## config.mk

```make
export PLATFORM = sky130hd
export DESIGN_NAME = pic_top
export DESIGN_NICKNAME = d
export VERILOG_FILES = /design/src/hdl/pic_pkg.sv /design/src/hdl/pic_top.sv
export VERILOG_INCLUDE_DIRS = /design/src /design/src/hdl
export SDC_FILE = /design/constraint.sdc
export NUM_CORES = 1
export LEC_CHECK = 0
export ABC_AREA = 1
export BUFFER_PORTS_ARGS = -buffer_cell sky130_fd_sc_hd__buf_2
export CORE_ASPECT_RATIO = 1.4
export CORE_MARGIN = 4
export CORE_UTILIZATION = 56
export DETAILED_ROUTE_END_ITERATION = 6
export GPL_TIMING_DRIVEN = 0
export PLACE_DENSITY = 0.77
export SLEW_MARGIN = 25
export SYNTH_ARGS = -nofsm -noshare
export SYNTH_HDL_FRONTEND = slang
export SYNTH_SLANG_ARGS = --single-unit
export TNS_END_PERCENT = 20
```

## constraint.sdc

```tcl
create_clock -name clk -period 43.8 [get_ports clk]
set_clock_uncertainty 0.15 [all_clocks]
set_input_delay 2.19 -clock clk [delete_from_list [all_inputs] [get_ports clk]]
set_output_delay 2.19 -clock clk [all_outputs]
set_load 0.005 [all_outputs]
```

## src/hdl/pic_params.svh

```systemverilog
// Register offsets, field positions and reset values of the interrupt controller
`ifndef PIC_PARAMS_SVH
`define PIC_PARAMS_SVH
`define PIC_OFS_DETECT_EN     16'hF600
`define PIC_OFS_MODE_LOW      16'hF604
`define PIC_OFS_MODE_HIGH     16'hF608
`define PIC_OFS_LEVEL_FIRST   16'hF610
`define PIC_OFS_LEVEL_LAST    16'hF62C
`define PIC_OFS_GLOBAL_MASK   16'hF640
`define PIC_OFS_EDGE_CLEAR    16'hF660
`define PIC_OFS_PENDING       16'hF680
`define PIC_OFS_CUR_STATUS    16'hF6A0
`define PIC_OFS_FLAG_DIRECT   16'hF510
`define PIC_OFS_FLAG_SETCLR   16'hF514
`define PIC_OFS_FLAG_POL      16'hF518
`define PIC_OFS_SOFT_CTRL     16'hF51C
`define PIC_OFS_MASK_INT      16'hF520
`define PIC_OFS_MASK_EXT      16'hF524
`define PIC_LVL_FIELD_STRIDE  8
`define PIC_CS_LEVEL_LSB      8
`define PIC_CS_FLAG_BIT       16
`define PIC_EDC_SRC_B_LSB     8
`define PIC_EDC_EN_A_BIT      7
`define PIC_EDC_EN_B_BIT      15
`define PIC_CTRL_INTERNAL_OUT_POLARITY_BIT   0
`define PIC_CTRL_EXTERNAL_OUT_POLARITY_BIT   1
`define PIC_CTRL_OD_BIT       2
`define PIC_SRC_RESERVED      20
`define PIC_SRC_SOFT          13
`define PIC_SRC_SHARED_B      5
`define PIC_SRC_SHARED_A      6
`define PIC_RST_WORD          32'h0000_0000
`define PIC_RESP_OKAY         2'h0
`define PIC_RESP_SLVERR       2'h2
`endif

```

## src/hdl/pic_pkg.sv

```systemverilog
// Types shared by the interrupt controller
package pic_pkg;
  typedef enum logic [1:0] {PIC_LOW, PIC_HIGH, PIC_FALL, PIC_RISE} pic_mode_type;
  typedef struct packed {
    logic       valid;
    logic [4:0] cause;
    logic [2:0] level;
  } pic_sel_type;
  typedef struct packed {
    logic [15:0] addr;
    logic        from_core;
  } pic_waddr_type;
  typedef struct packed {
    logic [31:0] data;
    logic [3:0]  strb;
  } pic_wdata_type;
endpackage

```

## src/hdl/pic_top.sv

```systemverilog
// Prioritising interrupt controller with soft request flags and AXI4-Lite registers
//
// Local design decisions: the AXI4-Lite slave port and the register offsets.
`include "pic_params.svh"
module pic_top (
  input  wire logic        clk,                 // System clock
  input  wire logic        reset,               // Synchronous reset, active high
  input  wire logic [15:0] s_axi_awaddr,        // Write address
  input  wire logic        s_axi_awvalid,       // Write address valid
  output logic             s_axi_awready,       // Write address ready
  input  wire logic        aw_from_core,        // Write issued by the core, with awaddr
  input  wire logic [31:0] s_axi_wdata,         // Write data
  input  wire logic [3:0]  s_axi_wstrb,         // Write byte strobes
  input  wire logic        s_axi_wvalid,        // Write data valid
  output logic             s_axi_wready,        // Write data ready
  output logic [1:0]       s_axi_bresp,         // Write response
  output logic             s_axi_bvalid,        // Write response valid
  input  wire logic        s_axi_bready,        // Write response ready
  input  wire logic [15:0] s_axi_araddr,        // Read address
  input  wire logic        s_axi_arvalid,       // Read address valid
  output logic             s_axi_arready,       // Read address ready
  output logic [31:0]      s_axi_rdata,         // Read data
  output logic [1:0]       s_axi_rresp,         // Read response
  output logic             s_axi_rvalid,        // Read data valid
  input  wire logic        s_axi_rready,        // Read data ready
  input  wire logic [31:0] periph_req,          // On-chip requests by source number
  input  wire logic [5:0]  ext_int_pin,         // External request pins, asynchronous
  input  wire logic        network_ctrl_a_req,  // Network controller A request
  input  wire logic        network_ctrl_b_req,  // Network controller B request
  input  wire logic [1:0]  pin_mux_net,         // Bit 0: source 5, bit 1: source 6 internal
  input  wire logic        boot_data7,          // Data bus bit 7 pin, asynchronous
  input  wire logic        core_timer_irq,      // Core internal timer request
  input  wire logic        ext_arbiter_mode,    // External bus arbiter mode
  output logic [7:2]       core_pending_bits,   // To the core's external pending bits
  output logic             soft_req_pin_out,    // Bus request pin level
  output logic             soft_req_pin_oe,     // Bus request pin output enable
  output logic             soft_int_req         // Internal soft request level
);
  pic_pkg::pic_sel_type  stat_ff;
  pic_pkg::pic_sel_type  best;
  pic_pkg::pic_waddr_type aw_ff;
  pic_pkg::pic_wdata_type w_ff;
  logic                  aw_have_ff;
  logic                  w_have_ff;
  logic                  do_write;
  logic                  nxt_aw_have;
  logic                  nxt_w_have;
  logic                  nxt_rvalid;
  logic                  det_en_ff;
  logic [31:0]           mode_lo_ff;
  logic [31:0]           mode_hi_ff;
  logic [31:0][2:0]      level_ff;
  logic [2:0]            gmask_ff;
  logic [31:0]           pend_ff;
  logic [31:0]           edge_ff;
  logic [31:0]           prev_ff;
  logic [31:0]           src_raw;
  logic [31:0]           lvl_hit;
  logic [31:0]           edge_set;
  logic [31:0]           is_edge;
  logic [31:0]           clr_vec;
  logic [31:0]           elig;
  logic                  rearb;
  logic                  flag_ff;
  logic [5:0]            pin_s1_ff;
  logic [5:0]            pin_s2_ff;
  logic                  boot_s1_ff;
  logic                  boot_s2_ff;
  logic                  tdis_ff;
  logic                  tdis_done_ff;
  logic [15:0]           sflag_ff;
  logic [15:0]           spol_ff;
  logic [15:0]           smask_int_ff;
  logic [15:0]           smask_ext_ff;
  logic [2:0]            sctrl_ff;
  logic                  ext_val;
  logic [31:0]           wmask;

  function automatic logic [31:0] merge(input logic [31:0] old, input logic [31:0] d,
                                        input logic [3:0] strb);
    logic [31:0] m;
    m = {{8{strb[3]}}, {8{strb[2]}}, {8{strb[1]}}, {8{strb[0]}}};
    return (old & ~m) | (d & m);
  endfunction

  // Four sources per level register, one byte lane each
  function automatic logic [31:0] lvl_image(input logic [31:0][2:0] lv, input logic [2:0] r);
    logic [31:0] img;
    img = `PIC_RST_WORD;
    for (int k = 0; k < 4; k++)
      img[k*`PIC_LVL_FIELD_STRIDE +: 3] = lv[{r, 2'(k)}];
    return img;
  endfunction

  function automatic logic is_lvl_addr(input logic [15:0] a);
    return a >= `PIC_OFS_LEVEL_FIRST && a <= `PIC_OFS_LEVEL_LAST;
  endfunction

  function automatic logic [2:0] lvl_reg(input logic [15:0] a);
    logic [15:0] d;
    d = a - `PIC_OFS_LEVEL_FIRST;
    return d[4:2];
  endfunction

  function automatic logic [1:0] mode_of(input int i, input logic [31:0] lo,
                                         input logic [31:0] hi);
    return (i < 16) ? lo[2*(i%16) +: 2] : hi[2*(i%16) +: 2];
  endfunction

  function automatic logic soft_reduce(input logic [15:0] f, input logic [15:0] p,
                                       input logic [15:0] m, input logic pol);
    return (|((f ^ p) & m)) ^ pol;
  endfunction

  // Lowest number wins ties because the scan runs downward with >=
  function automatic pic_pkg::pic_sel_type pick(input logic [31:0] e,
                                                input logic [31:0][2:0] lv);
    pic_pkg::pic_sel_type s;
    s = '0;
    for (int i = 31; i >= 0; i--)
      if (e[i] && lv[i] >= s.level)
      begin
        s.valid = 1'b1;
        s.cause = 5'(i);
        s.level = lv[i];
      end
    return s;
  endfunction

  // AXI write channel: address and data taken in either order
  assign do_write    = aw_have_ff && w_have_ff && !s_axi_bvalid;
  assign nxt_aw_have = aw_have_ff ? !do_write : (s_axi_awvalid && s_axi_awready);
  assign nxt_w_have  = w_have_ff ? !do_write : (s_axi_wvalid && s_axi_wready);
  assign nxt_rvalid  = s_axi_rvalid ? !s_axi_rready : (s_axi_arvalid && s_axi_arready);
  assign wmask       = merge(`PIC_RST_WORD, 32'hFFFF_FFFF, w_ff.strb);

  function automatic logic mapped(input logic [15:0] a);
    logic [15:0] b;
    b = {a[15:2], 2'h0};
    case (b)
      `PIC_OFS_DETECT_EN, `PIC_OFS_MODE_LOW, `PIC_OFS_MODE_HIGH, `PIC_OFS_GLOBAL_MASK,
      `PIC_OFS_EDGE_CLEAR, `PIC_OFS_PENDING, `PIC_OFS_CUR_STATUS, `PIC_OFS_FLAG_DIRECT,
      `PIC_OFS_FLAG_SETCLR, `PIC_OFS_FLAG_POL, `PIC_OFS_SOFT_CTRL, `PIC_OFS_MASK_INT,
      `PIC_OFS_MASK_EXT: return 1'b1;
      default: return is_lvl_addr(b);
    endcase
  endfunction

  always_ff @(posedge clk)
  begin
    if (reset)
    begin
      aw_have_ff    <= 1'b0;
      w_have_ff     <= 1'b0;
      aw_ff         <= '0;
      w_ff          <= '0;
      s_axi_awready <= 1'b0;
      s_axi_wready  <= 1'b0;
      s_axi_bvalid  <= 1'b0;
      s_axi_bresp   <= `PIC_RESP_OKAY;
    end
    else
    begin
      aw_have_ff    <= nxt_aw_have;
      w_have_ff     <= nxt_w_have;
      s_axi_awready <= !nxt_aw_have;
      s_axi_wready  <= !nxt_w_have;
      if (s_axi_awvalid && s_axi_awready)
        aw_ff <= '{addr: s_axi_awaddr, from_core: aw_from_core};
      if (s_axi_wvalid && s_axi_wready)
        w_ff <= '{data: s_axi_wdata, strb: s_axi_wstrb};
      if (do_write)
      begin
        s_axi_bvalid <= 1'b1;
        s_axi_bresp  <= mapped(aw_ff.addr) ? `PIC_RESP_OKAY : `PIC_RESP_SLVERR;
      end
      else if (s_axi_bready)
        s_axi_bvalid <= 1'b0;
    end
  end

  // Configuration registers
  always_ff @(posedge clk)
  begin
    if (reset)
    begin
      det_en_ff    <= 1'b0;
      mode_lo_ff   <= `PIC_RST_WORD;
      mode_hi_ff   <= `PIC_RST_WORD;
      level_ff     <= '0;
      gmask_ff     <= 3'h0;
      spol_ff      <= 16'h0000;
      smask_int_ff <= 16'h0000;
      smask_ext_ff <= 16'h0000;
      sctrl_ff     <= 3'h0;
    end
    else if (do_write)
    begin
      case ({aw_ff.addr[15:2], 2'h0})
        `PIC_OFS_DETECT_EN:   det_en_ff <= 1'(merge(32'(det_en_ff), w_ff.data, w_ff.strb));
        `PIC_OFS_MODE_LOW:    mode_lo_ff <= merge(mode_lo_ff, w_ff.data, w_ff.strb);
        `PIC_OFS_MODE_HIGH:   mode_hi_ff <= merge(mode_hi_ff, w_ff.data, w_ff.strb);
        `PIC_OFS_GLOBAL_MASK: gmask_ff <= 3'(merge(32'(gmask_ff), w_ff.data, w_ff.strb));
        `PIC_OFS_FLAG_POL:    spol_ff <= 16'(merge(32'(spol_ff), w_ff.data, w_ff.strb));
        `PIC_OFS_SOFT_CTRL:   sctrl_ff <= 3'(merge(32'(sctrl_ff), w_ff.data, w_ff.strb));
        `PIC_OFS_MASK_INT:    smask_int_ff <= 16'(merge(32'(smask_int_ff), w_ff.data, w_ff.strb));
        `PIC_OFS_MASK_EXT:    smask_ext_ff <= 16'(merge(32'(smask_ext_ff), w_ff.data, w_ff.strb));
        default:
          if (is_lvl_addr(aw_ff.addr))
            for (int k = 0; k < 4; k++)
              if (w_ff.strb[k])
                level_ff[{lvl_reg(aw_ff.addr), 2'(k)}] <= w_ff.data[k*8 +: 3];
      endcase
    end
  end

  // Shared 16-bit flag store with two write views
  always_ff @(posedge clk)
  begin
    if (reset)
      sflag_ff <= 16'h0000;
    else if (do_write && {aw_ff.addr[15:2], 2'h0} == `PIC_OFS_FLAG_DIRECT)
      sflag_ff <= 16'(merge(32'(sflag_ff), w_ff.data, w_ff.strb));
    else if (do_write && {aw_ff.addr[15:2], 2'h0} == `PIC_OFS_FLAG_SETCLR)
    begin
      if (aw_ff.from_core)
        sflag_ff <= sflag_ff | (w_ff.data[15:0] & wmask[15:0]);
      else
        sflag_ff <= sflag_ff & ~(w_ff.data[15:0] & wmask[15:0]);
    end
  end

  // Soft request outputs; the pin only drives in external arbiter mode
  assign ext_val = soft_reduce(sflag_ff, spol_ff, smask_ext_ff, sctrl_ff[`PIC_CTRL_EXTERNAL_OUT_POLARITY_BIT]);
  always_ff @(posedge clk)
  begin
    if (reset)
    begin
      soft_int_req     <= 1'b0;
      soft_req_pin_out <= 1'b0;
      soft_req_pin_oe  <= 1'b0;
    end
    else
    begin
      soft_int_req <= soft_reduce(sflag_ff, spol_ff, smask_int_ff,
                                  sctrl_ff[`PIC_CTRL_INTERNAL_OUT_POLARITY_BIT]);
      if (sctrl_ff[`PIC_CTRL_OD_BIT])
      begin
        soft_req_pin_out <= 1'b0;
        soft_req_pin_oe  <= ext_arbiter_mode && !ext_val;
      end
      else
      begin
        soft_req_pin_out <= ext_val;
        soft_req_pin_oe  <= ext_arbiter_mode;
      end
    end
  end

  // Synchronisers run through reset so the strap is settled at release
  always_ff @(posedge clk)
  begin
    pin_s1_ff  <= ext_int_pin;
    pin_s2_ff  <= pin_s1_ff;
    boot_s1_ff <= boot_data7;
    boot_s2_ff <= boot_s1_ff;
  end

  // Timer strap taken once, at the first edge after reset release
  always_ff @(posedge clk)
  begin
    if (reset)
    begin
      tdis_ff      <= 1'b0;
      tdis_done_ff <= 1'b0;
    end
    else if (!tdis_done_ff)
    begin
      tdis_ff      <= boot_s2_ff;
      tdis_done_ff <= 1'b1;
    end
  end

  // Source map and detection
  always_comb
  begin
    src_raw = periph_req;
    src_raw[7:2] = pin_s2_ff;
    if (pin_mux_net[0])
      src_raw[`PIC_SRC_SHARED_B] = network_ctrl_b_req;
    if (pin_mux_net[1])
      src_raw[`PIC_SRC_SHARED_A] = network_ctrl_a_req;
    src_raw[`PIC_SRC_SOFT] = soft_int_req;
    src_raw[`PIC_SRC_RESERVED] = 1'b0;
    for (int i = 0; i < 32; i++)
    begin
      case (pic_pkg::pic_mode_type'(mode_of(i, mode_lo_ff, mode_hi_ff)))
        pic_pkg::PIC_LOW:  lvl_hit[i] = !src_raw[i];
        pic_pkg::PIC_HIGH: lvl_hit[i] = src_raw[i];
        default:           lvl_hit[i] = 1'b0;
      endcase
      is_edge[i]  = mode_of(i, mode_lo_ff, mode_hi_ff) >= 2'(pic_pkg::PIC_FALL);
      edge_set[i] = is_edge[i] && det_en_ff &&
                    (mode_of(i, mode_lo_ff, mode_hi_ff) == 2'(pic_pkg::PIC_RISE) ?
                     (src_raw[i] && !prev_ff[i]) : (!src_raw[i] && prev_ff[i]));
      clr_vec[i]  = do_write && {aw_ff.addr[15:2], 2'h0} == `PIC_OFS_EDGE_CLEAR &&
                    ((w_ff.data[`PIC_EDC_EN_A_BIT] && w_ff.data[4:0] == 5'(i)) ||
                     (w_ff.data[`PIC_EDC_EN_B_BIT] &&
                      w_ff.data[`PIC_EDC_SRC_B_LSB +: 5] == 5'(i)));
    end
    lvl_hit[`PIC_SRC_RESERVED] = 1'b0;
  end

  // Edge latch: a new edge wins over a clear in the same cycle
  always_ff @(posedge clk)
  begin
    if (reset)
    begin
      prev_ff <= `PIC_RST_WORD;
      edge_ff <= `PIC_RST_WORD;
      pend_ff <= `PIC_RST_WORD;
    end
    else
    begin
      prev_ff <= src_raw;
      edge_ff <= (edge_set | (edge_ff & ~clr_vec)) & is_edge;
      pend_ff <= det_en_ff ? (lvl_hit | (edge_ff & is_edge)) : `PIC_RST_WORD;
    end
  end

  // Arbitration
  always_comb
  begin
    for (int i = 0; i < 32; i++)
      elig[i] = pend_ff[i] && level_ff[i] > gmask_ff;
    best  = pick(elig, level_ff);
    rearb = !stat_ff.valid ||
            (best.valid && best.level > stat_ff.level) ||
            level_ff[stat_ff.cause] < stat_ff.level ||
            !pend_ff[stat_ff.cause];
  end

  always_ff @(posedge clk)
  begin
    if (reset)
      stat_ff <= '0;
    else if (rearb)
      stat_ff <= best;
  end

  // Mask change drops the flag without moving the selection
  always_ff @(posedge clk)
  begin
    if (reset)
    begin
      flag_ff           <= 1'b0;
      core_pending_bits <= 6'h00;
    end
    else
    begin
      flag_ff <= stat_ff.valid && stat_ff.level > gmask_ff && det_en_ff;
      core_pending_bits[2] <= flag_ff;
      if (tdis_ff)
        core_pending_bits[7:3] <= stat_ff.cause;
      else
        core_pending_bits[7:3] <= {core_timer_irq, stat_ff.cause[3:0]};
    end
  end

  // Read channel
  always_ff @(posedge clk)
  begin
    if (reset)
    begin
      s_axi_arready <= 1'b0;
      s_axi_rvalid  <= 1'b0;
      s_axi_rdata   <= `PIC_RST_WORD;
      s_axi_rresp   <= `PIC_RESP_OKAY;
    end
    else
    begin
      s_axi_rvalid  <= nxt_rvalid;
      s_axi_arready <= !nxt_rvalid;
      if (s_axi_arvalid && s_axi_arready)
      begin
        s_axi_rresp <= mapped(s_axi_araddr) ? `PIC_RESP_OKAY : `PIC_RESP_SLVERR;
        case ({s_axi_araddr[15:2], 2'h0})
          `PIC_OFS_DETECT_EN:   s_axi_rdata <= 32'(det_en_ff);
          `PIC_OFS_MODE_LOW:    s_axi_rdata <= mode_lo_ff;
          `PIC_OFS_MODE_HIGH:   s_axi_rdata <= mode_hi_ff;
          `PIC_OFS_GLOBAL_MASK: s_axi_rdata <= 32'(gmask_ff);
          `PIC_OFS_PENDING:     s_axi_rdata <= pend_ff;
          `PIC_OFS_CUR_STATUS:
            s_axi_rdata <= (32'(flag_ff) << `PIC_CS_FLAG_BIT) |
                           (32'(stat_ff.level) << `PIC_CS_LEVEL_LSB) | 32'(stat_ff.cause);
          `PIC_OFS_FLAG_DIRECT, `PIC_OFS_FLAG_SETCLR: s_axi_rdata <= 32'(sflag_ff);
          `PIC_OFS_FLAG_POL:    s_axi_rdata <= 32'(spol_ff);
          `PIC_OFS_SOFT_CTRL:   s_axi_rdata <= 32'(sctrl_ff);
          `PIC_OFS_MASK_INT:    s_axi_rdata <= 32'(smask_int_ff);
          `PIC_OFS_MASK_EXT:    s_axi_rdata <= 32'(smask_ext_ff);
          default:
            s_axi_rdata <= is_lvl_addr(s_axi_araddr) ?
                           lvl_image(level_ff, lvl_reg(s_axi_araddr)) : `PIC_RST_WORD;
        endcase
      end
    end
  end
endmodule
```

==> reports/metrics.json, run 1 <==
{
  "ctsHtreeMaxLevel": {"value": 2},
  "postRouteAntennaNets": {"value": 0},
  "power_density": {"value": 30.3, "unit": "mW/mm²"},
  "grt_setup_unrepaired": {"value": "no"},
  "post_synth_num_cell_types": {"value": 56},
  "min_period_over_period": {"value": 79.8, "unit": "%"},
  "largest_net_degree_at_the_start_of_global_routing": {"value": 28},
  "post_cts.repair.setup_buffers": {"value": 0},
  "drt-total-wl": {"value": 117000, "unit": "µm"},
  "cts-root-buf": {"value": "sky130_fd_sc_hd__clkbuf_16"},
  "clock_group_share_of_total_power": {"value": 45.9, "unit": "%"},
  "tritoncts": {"value": "done"},
  "tns": {"value": 0, "unit": "ps"},
  "startpoint_type_of_the_worst_setup_path": {"value": "register"},
  "timing.setup.critical_path_class": {"value": "register to register"},
  "detailedRoute.firstIterationViolations": {"value": 2831},
  "fin_ws": {"value": 8840, "unit": "ps"},
  "ir_drop": {"value": 0.0343, "unit": "mV"},
  "core_area": {"value": 0.0472, "unit": "mm²"},
  "cap_viol_max_count": {"value": 0},
  "post_synth_fa_ha_maj_area_fraction": {"value": 7.47, "unit": "%"},
  "post-route-min-period": {"value": 34960, "unit": "ps"},
  "yosys.area_share.simple": {"value": 23.0, "unit": "%"},
  "compound_cell_area_share_of_the_yosys_netlist": {"value": 25.1, "unit": "%"},
  "post_synth.cell_area_avg": {"value": 7.01, "unit": "µm²"},
  "yosys-mux-area-fraction": {"value": 0, "unit": "%"},
  "yosys_most_used_dff": {"value": "sky130_fd_sc_hd__dfxtp_1"},
  "drc": {"value": 7},
  "die_width": {"value": 193, "unit": "µm"},
  "clk_pin_slew_worst_paths": {"value": 60, "unit": "ps"},
  "path_category_of_the_worst_min_delay_check": {"value": "register to register"},
  "mostFrequentLayoutCell": {"value": "sky130_fd_sc_hd__nand2_1"},
  "total_routing_usage_reported_by_global_routing": {"value": 43.9, "unit": "%"},
  "intPower": {"value": 675, "unit": "µW"},
  "share_comb_of_total_power": {"value": 7.3, "unit": "%"},
  "ios": {"value": 171},
  "ys_ff_latch": {"value": 455},
  "cell_count_after_synthesis": {"value": 3824},
  "number_of_failing_hold_endpoints_at_the_final_stage": {"value": 0},
  "drive_gt1_share": {"value": 9.78, "unit": "%"},
  "drt-vias-per-instance": {"value": 6.26},
  "achievable-frequency": {"value": 28.6, "unit": "MHz"},
  "p_sw": {"value": 235, "unit": "µW"},
  "reg2reg_depth": {"value": 287},
  "timing.slew.headroom": {"value": 25.9, "unit": "%"},
  "number_of_antenna_violations_at_the_first_check_in_global_routing": {"value": 8},
  "detail_route.wl_per_cell": {"value": 24.8, "unit": "µm"},
  "cts.hold.buffers_added": {"value": 0},
  "end_kind": {"value": "register"},
  "floorplan.initialDensity": {"value": 56.8, "unit": "%"},
  "critPathRequiredTime": {"value": 44110, "unit": "ps"},
  "synthesis.area": {"value": 0.0268, "unit": "mm²"},
  "clockBufferDepth": {"value": 3},
  "worst_skew_pair.late_latency": {"value": 590, "unit": "ps"},
  "wire_length_of_the_first_global_routing_pass": {"value": 169000, "unit": "µm"},
  "drv_slew": {"value": 0},
  "ff2ff_setup_slack": {"value": 8840, "unit": "ps"},
  "async_reset_ff_share": {"value": 0, "unit": "%"},
  "height_of_the_die": {"value": 267, "unit": "µm"},
  "seq_area_frac_synth": {"value": 34.0, "unit": "%"},
  "crit_fanout": {"value": 27},
  "port_buffers": {"value": 160},
  "synth_top_family_by_area": {"value": "compound AO/OA/AOI/OAI gates"},
  "dpl.hpwl": {"value": 91100, "unit": "µm"},
  "worst_pin_slew": {"value": 1110, "unit": "ps"},
  "synth_xor_area_share": {"value": 1.54, "unit": "%"},
  "worst_hold_path.endpoint": {"value": "pin_s2_ff[5]"},
  "cts_num_sinks": {"value": 455},
  "outcome": {"value": "finished with violations"},
  "crit_path_max_incr_delay": {"value": 410, "unit": "ps"},
  "timing.critical_path.slowest_stage_cell": {"value": "sky130_fd_sc_hd__o21ai_0"},
  "mostFrequentLayoutCells": {"value": "sky130_fd_sc_hd__nand2_1, sky130_fd_sc_hd__dfxtp_1, sky130_fd_sc_hd__inv_1"},
  "die_area": {"value": 0.0515, "unit": "mm²"},
  "globalRouteOverflowTotal": {"value": 0},
  "cts.repair.resized": {"value": 0},
  "worst_path_most_repeated_cell": {"value": "sky130_fd_sc_hd__nand2_2"},
  "switching_power_as_a_share_of_total_power": {"value": 25.8, "unit": "%"},
  "leakage_power": {"value": 0.0116, "unit": "µW"},
  "r2r_path_end": {"value": "stat_ff[3]"},
  "synth_enable_flop_cells": {"value": 0},
  "yosysWarnings": {"value": 0},
  "worst_hold_stages": {"value": 0},
  "final_weighted_congestion_of_routability_driven_global_placement": {"value": 1.07},
  "cts_made_buffers": {"value": 44},
  "hold_path_startpoint": {"value": "pin_s1_ff[5]"},
  "layout.nets": {"value": 4316},
  "worstPathArrival": {"value": 35270, "unit": "ps"},
  "setup-violations-final": {"value": 0},
  "power_frac_seq": {"value": 46.8, "unit": "%"},
  "drtPass1Iterations": {"value": 7},
  "failing_checks": {"value": "design-rule violations"},
  "area_growth_syn_to_layout": {"value": 12.1, "unit": "%"},
  "route.vias.total": {"value": 29400},
  "detailedPlace.worstSlack": {"value": 9060, "unit": "ps"},
  "placementRows": {"value": 94},
  "first_global_vias": {"value": 27900}
}
[final cells by class]
class                           count  area, µm²
Antenna cell                        6       15.0
Fill cell                        4618      17100
Sequential cell                   455       9110
Tap cell                          624        781
Multi-Input combinational cell   2755      15300
Inverter                          466       1750
Clock buffer                       64       1320
Clock inverter                     18        239
Timing Repair Buffer              164        868
Buffer                            149        612
[through the flow]
stage	power, µW	instances	utilization [%]	instance area (µm²)	hold WS (ps)
after floorplan	465	3825	-	26800	160
after global placement	498	4609	60.2	28400	161
after detailed placement	498	4613	60.3	28500	166
after CTS	903	4695	63.6	30000	181
after global routing	927	4695	63.6	30000	186
final	911	4701	63.7	30000	180
[power by group through the flow]
stage,registers [µW],logic [µW],clock network [µW]
2_1_floorplan,433,32.0,0
3_3_place_gp,435,62.3,0
3_5_place_dp,435,63.0,0
4_1_cts,426,63.3,413
5_1_grt,427,69.5,431
6_report,426,66.6,418
[worst max-delay path, delay by kind of cell (launching register included)]
family | cells | cell delay (ps)
simple gates | 146 | 11860
buf+inv | 52 | 3510
flops | 1 | 310
fa+ha+maj | 33 | 9730
compound gates | 56 | 9100
[cell usage after synthesis, drive strengths merged, types with 10 or more instances]
cell type / count / area, µm²
inv: 455 / 1710
nor3: 46 / 230
nor2: 378 / 1430
a31oi: 14 / 87.6
a21oi: 309 / 1560
buf: 12 / 87.6
nand3: 194 / 1110
a221oi: 19 / 166
dfxtp: 455 / 9110
o22ai: 103 / 644
ha: 160 / 2000
xnor2: 12 / 105
o221ai: 11 / 96.3
o21ai: 424 / 2120
nand2: 745 / 3120
clkbuf: 137 / 524
a211oi: 130 / 976
a32oi: 21 / 184
a41oi: 10 / 87.6
a311oi: 19 / 166
xor2: 35 / 307
nand4: 19 / 119
o31ai: 11 / 82.6
clkinv: 11 / 41.3
o211ai: 37 / 278
[routing by layer]
layer / global-route usage (%) / part of all wire (%) / up-vias
met4: 40.1 / 12 / 6
met1: 47.9 / 35 / 13500
li1: - / - / 13600
met3: 10.1 / 9.5 / 612
met5: 0 / 0.033 / -
met2: 70.0 / 44 / 1742
[cells by family after synthesis]
| logic type | Yosys count |
|---|---|
| other | 1 |
| AOI/OAI and AO/OA | 1141 |
| xor gates and xnor gates | 47 |
| and+or+nand+nor | 1405 |
| buffers and inverters | 615 |
| adders and majority gates | 160 |
| DFF | 455 |
[how the worst max path moves through the flow]
stage                     depth (start not counted)  slack [ps]          to
final                                           287        8840  stat_ff[3]
after global routing                            295        4720  stat_ff[5]
after CTS                                       285        8930  stat_ff[3]
after detailed placement                        285        9060  stat_ff[3]
after global placement                          284        8730  stat_ff[3]
after floorplan                                 293       13290  stat_ff[3]
No activity file was read; power rests on OpenSTA's default activity.
==> run 2: changes to the inputs <==
--- a/config.mk
+++ b/config.mk
@@ -13,7 +13,7 @@
 export CORE_UTILIZATION = 56
 export DETAILED_ROUTE_END_ITERATION = 6
 export GPL_TIMING_DRIVEN = 0
-export PLACE_DENSITY = 0.77
+export PLACE_DENSITY = 0.8
 export SLEW_MARGIN = 25
 export SYNTH_ARGS = -nofsm -noshare
 export SYNTH_HDL_FRONTEND = slang
==> constraint.sdc (replaced) <==
create_clock -name clk -period 31 [get_ports clk]
set_clock_uncertainty 0.15 [all_clocks]
set_input_delay 1.55 -clock clk [delete_from_list [all_inputs] [get_ports clk]]
set_output_delay 1.55 -clock clk [all_outputs]
set_load 0.005 [all_outputs]
==> run 2 against run 1 <==
Compared with the run above:
- the run still ends with design-rule violations left
- die area did not move
- combinational power rose by 40%
- register-to-register slack got worse by 8700 ps
- global-route usage down 0.40 points
- utilization rose by 4.0 points
- wire length grew 2.8%
- via count grew 3.6%
- non-clock buffer count rose by 104
- hold slack lost 8.7 ps
- clock-buffer cell count down 5
- total power grew 40%
- critical path type unchanged
==> reports/metrics.json, run 2 (synthesis results as in run 1) <==
{
  "cap_viol_max_count": {"value": 0},
  "timing.setup.critical_path_class": {"value": "register to register"},
  "placementRows": {"value": 94},
  "worst_hold_stages": {"value": 0},
  "drive_gt1_share": {"value": 15.9, "unit": "%"},
  "ctsHtreeMaxLevel": {"value": 2},
  "cts.hold.buffers_added": {"value": 0},
  "first_global_vias": {"value": 28000},
  "detailedRoute.firstIterationViolations": {"value": 3718},
  "detail_route.wl_per_cell": {"value": 25.0, "unit": "µm"},
  "fin_area": {"value": 0.0319, "unit": "mm²"},
  "number_of_failing_hold_endpoints_at_the_final_stage": {"value": 0},
  "tritoncts": {"value": "done"},
  "reg2reg_depth": {"value": 292},
  "route.vias.total": {"value": 30500},
  "ff2ff_setup_slack": {"value": 130, "unit": "ps"},
  "drc": {"value": 1},
  "drt-total-wl": {"value": 120000, "unit": "µm"},
  "dp.cells": {"value": 4612},
  "r2r_path_end": {"value": "stat_ff[3]"},
  "layout.nets": {"value": 4421},
  "ios": {"value": 171},
  "hold_path_startpoint": {"value": "pin_s1_ff[3]"},
  "cts-root-buf": {"value": "sky130_fd_sc_hd__clkbuf_16"},
  "mostFrequentLayoutCells": {"value": "sky130_fd_sc_hd__nand2_1, sky130_fd_sc_hd__dfxtp_1, sky130_fd_sc_hd__inv_1"},
  "switching_power_as_a_share_of_total_power": {"value": 26.3, "unit": "%"},
  "total_routing_usage_reported_by_global_routing": {"value": 43.5, "unit": "%"},
  "ir_drop": {"value": 0.0469, "unit": "mV"},
  "startpoint_type_of_the_worst_setup_path": {"value": "register"},
  "core_area": {"value": 0.0472, "unit": "mm²"},
  "power_density": {"value": 39.9, "unit": "mW/mm²"},
  "area_growth_syn_to_layout": {"value": 19.1, "unit": "%"},
  "height_of_the_die": {"value": 267, "unit": "µm"},
  "failing_checks": {"value": "design-rule violations"},
  "crit_fanout": {"value": 8},
  "dpl.hpwl": {"value": 89000, "unit": "µm"},
  "postRouteAntennaNets": {"value": 0},
  "setup-violations-final": {"value": 0},
  "path_category_of_the_worst_min_delay_check": {"value": "register to register"},
  "intPower": {"value": 940, "unit": "µW"},
  "largest_net_degree_at_the_start_of_global_routing": {"value": 26},
  "outcome": {"value": "finished with violations"},
  "worst_pin_slew": {"value": 1310, "unit": "ps"},
  "die_area": {"value": 0.0515, "unit": "mm²"},
  "leakage_power": {"value": 0.0123, "unit": "µW"},
  "min_period_over_period": {"value": 99.6, "unit": "%"},
  "cts_made_buffers": {"value": 45},
  "worstPathArrival": {"value": 31200, "unit": "ps"},
  "worst_hold_path.endpoint": {"value": "pin_s2_ff[3]"},
  "critPathRequiredTime": {"value": 31330, "unit": "ps"},
  "timing.slew.headroom": {"value": 12.8, "unit": "%"},
  "port_buffers": {"value": 160},
  "worst_path_most_repeated_cell": {"value": "sky130_fd_sc_hd__nand2_2"},
  "clock_group_share_of_total_power": {"value": 45.4, "unit": "%"},
  "final_cells": {"value": 4799},
  "grt_setup_unrepaired": {"value": "yes"},
  "mostFrequentLayoutCell": {"value": "sky130_fd_sc_hd__nand2_1"},
  "p_sw": {"value": 334, "unit": "µW"},
  "drt-vias-per-instance": {"value": 6.36},
  "drtPass1Iterations": {"value": 7},
  "clockBufferDepth": {"value": 3},
  "die_width": {"value": 193, "unit": "µm"},
  "power_frac_seq": {"value": 47.3, "unit": "%"},
  "total_power": {"value": 1270, "unit": "µW"},
  "achievable-frequency": {"value": 32.4, "unit": "MHz"},
  "post-route-min-period": {"value": 30870, "unit": "ps"},
  "worst_skew_pair.late_latency": {"value": 590, "unit": "ps"},
  "timing.critical_path.slowest_stage_cell": {"value": "sky130_fd_sc_hd__dfxtp_4"},
  "end_kind": {"value": "register"},
  "holdWs": {"value": 171, "unit": "ps"},
  "tns": {"value": 0, "unit": "ps"},
  "wire_length_of_the_first_global_routing_pass": {"value": 168000, "unit": "µm"},
  "clk_pin_slew_worst_paths": {"value": 70, "unit": "ps"},
  "drv_slew": {"value": 0},
  "cts_num_sinks": {"value": 455},
  "number_of_antenna_violations_at_the_first_check_in_global_routing": {"value": 6},
  "share_comb_of_total_power": {"value": 7.3, "unit": "%"},
  "globalRouteOverflowTotal": {"value": 0},
  "dpl-instance-area": {"value": 0.0285, "unit": "mm²"},
  "fillCellCount": {"value": 4032},
  "crit_path_max_incr_delay": {"value": 380, "unit": "ps"},
  "final_weighted_congestion_of_routability_driven_global_placement": {"value": 1.12},
  "floorplan.initialDensity": {"value": 56.8, "unit": "%"}
}
## run 2: what timing repair did
action / 4_1_cts / 5_1_grt
endpoints found under the setup margin: 9 / 9
cloned: 1 / 1
resized for setup: 99 / 205
setup buffers: 23 / 80
pin swaps: 26 / 138
## run 2: worst max path at each step
stage            endpoint  slack (ps)
2_1_floorplan  stat_ff[3]         490
3_3_place_gp   stat_ff[3]       -3890
3_5_place_dp   stat_ff[3]       -3460
4_1_cts        stat_ff[3]          20
5_1_grt        stat_ff[3]       -1760
6_report       stat_ff[3]         130
## run 2: final cells by class
cell class / count / area (µm²) / area share [%]
Antenna cell: 2 / 5.00 / 0.0157
Buffer: 149 / 612 / 1.92
Clock buffer: 59 / 1270 / 3.98
Clock inverter: 21 / 248 / 0.777
Inverter: 466 / 1780 / 5.57
Multi-Input combinational cell: 2755 / 16400 / 51.3
Sequential cell: 455 / 9120 / 28.6
Tap cell: 624 / 781 / 2.45
Timing Repair Buffer: 268 / 1740 / 5.44
## run 2: worst max-delay path: cells and delay by family (launching register included)
kind | cells | cell delay, ps
AO/OA/AOI/OAI | 51 | 5010
adder cells (fa/ha/maj) | 33 | 9250
buffers and inverters | 47 | 3310
flip-flops | 1 | 380
AND/OR/NAND/NOR | 161 | 12580
## run 2: routing by layer
metal  vias up  GRT usage (%)  routed length, µm
met1     13900           47.8              39900
met3       768           9.41              12600
met2      2076           68.8              52100
li1      13800              -                  -
met4         8           40.9              15100
met5         -              0                101
## run 2: power groups by stage
stage               Sequential, µW  Clock, µW  Combinational (µW)
floorplan                      612          0                45.2
detailed placement             615          0                87.8
finish                         603        578                93.1
global route                   603        595                97.0
CTS                            602        574                88.3
global placement               615          0                87.0
## run 2: per-stage QoR
stage          utilization, %  setup slack [ps]
6_report                 67.6               134
5_1_grt                  67.6             -1760
4_1_cts                  64.6              18.1
3_5_place_dp             60.3             -3460
3_3_place_gp             60.2             -3890
2_1_floorplan               -               488
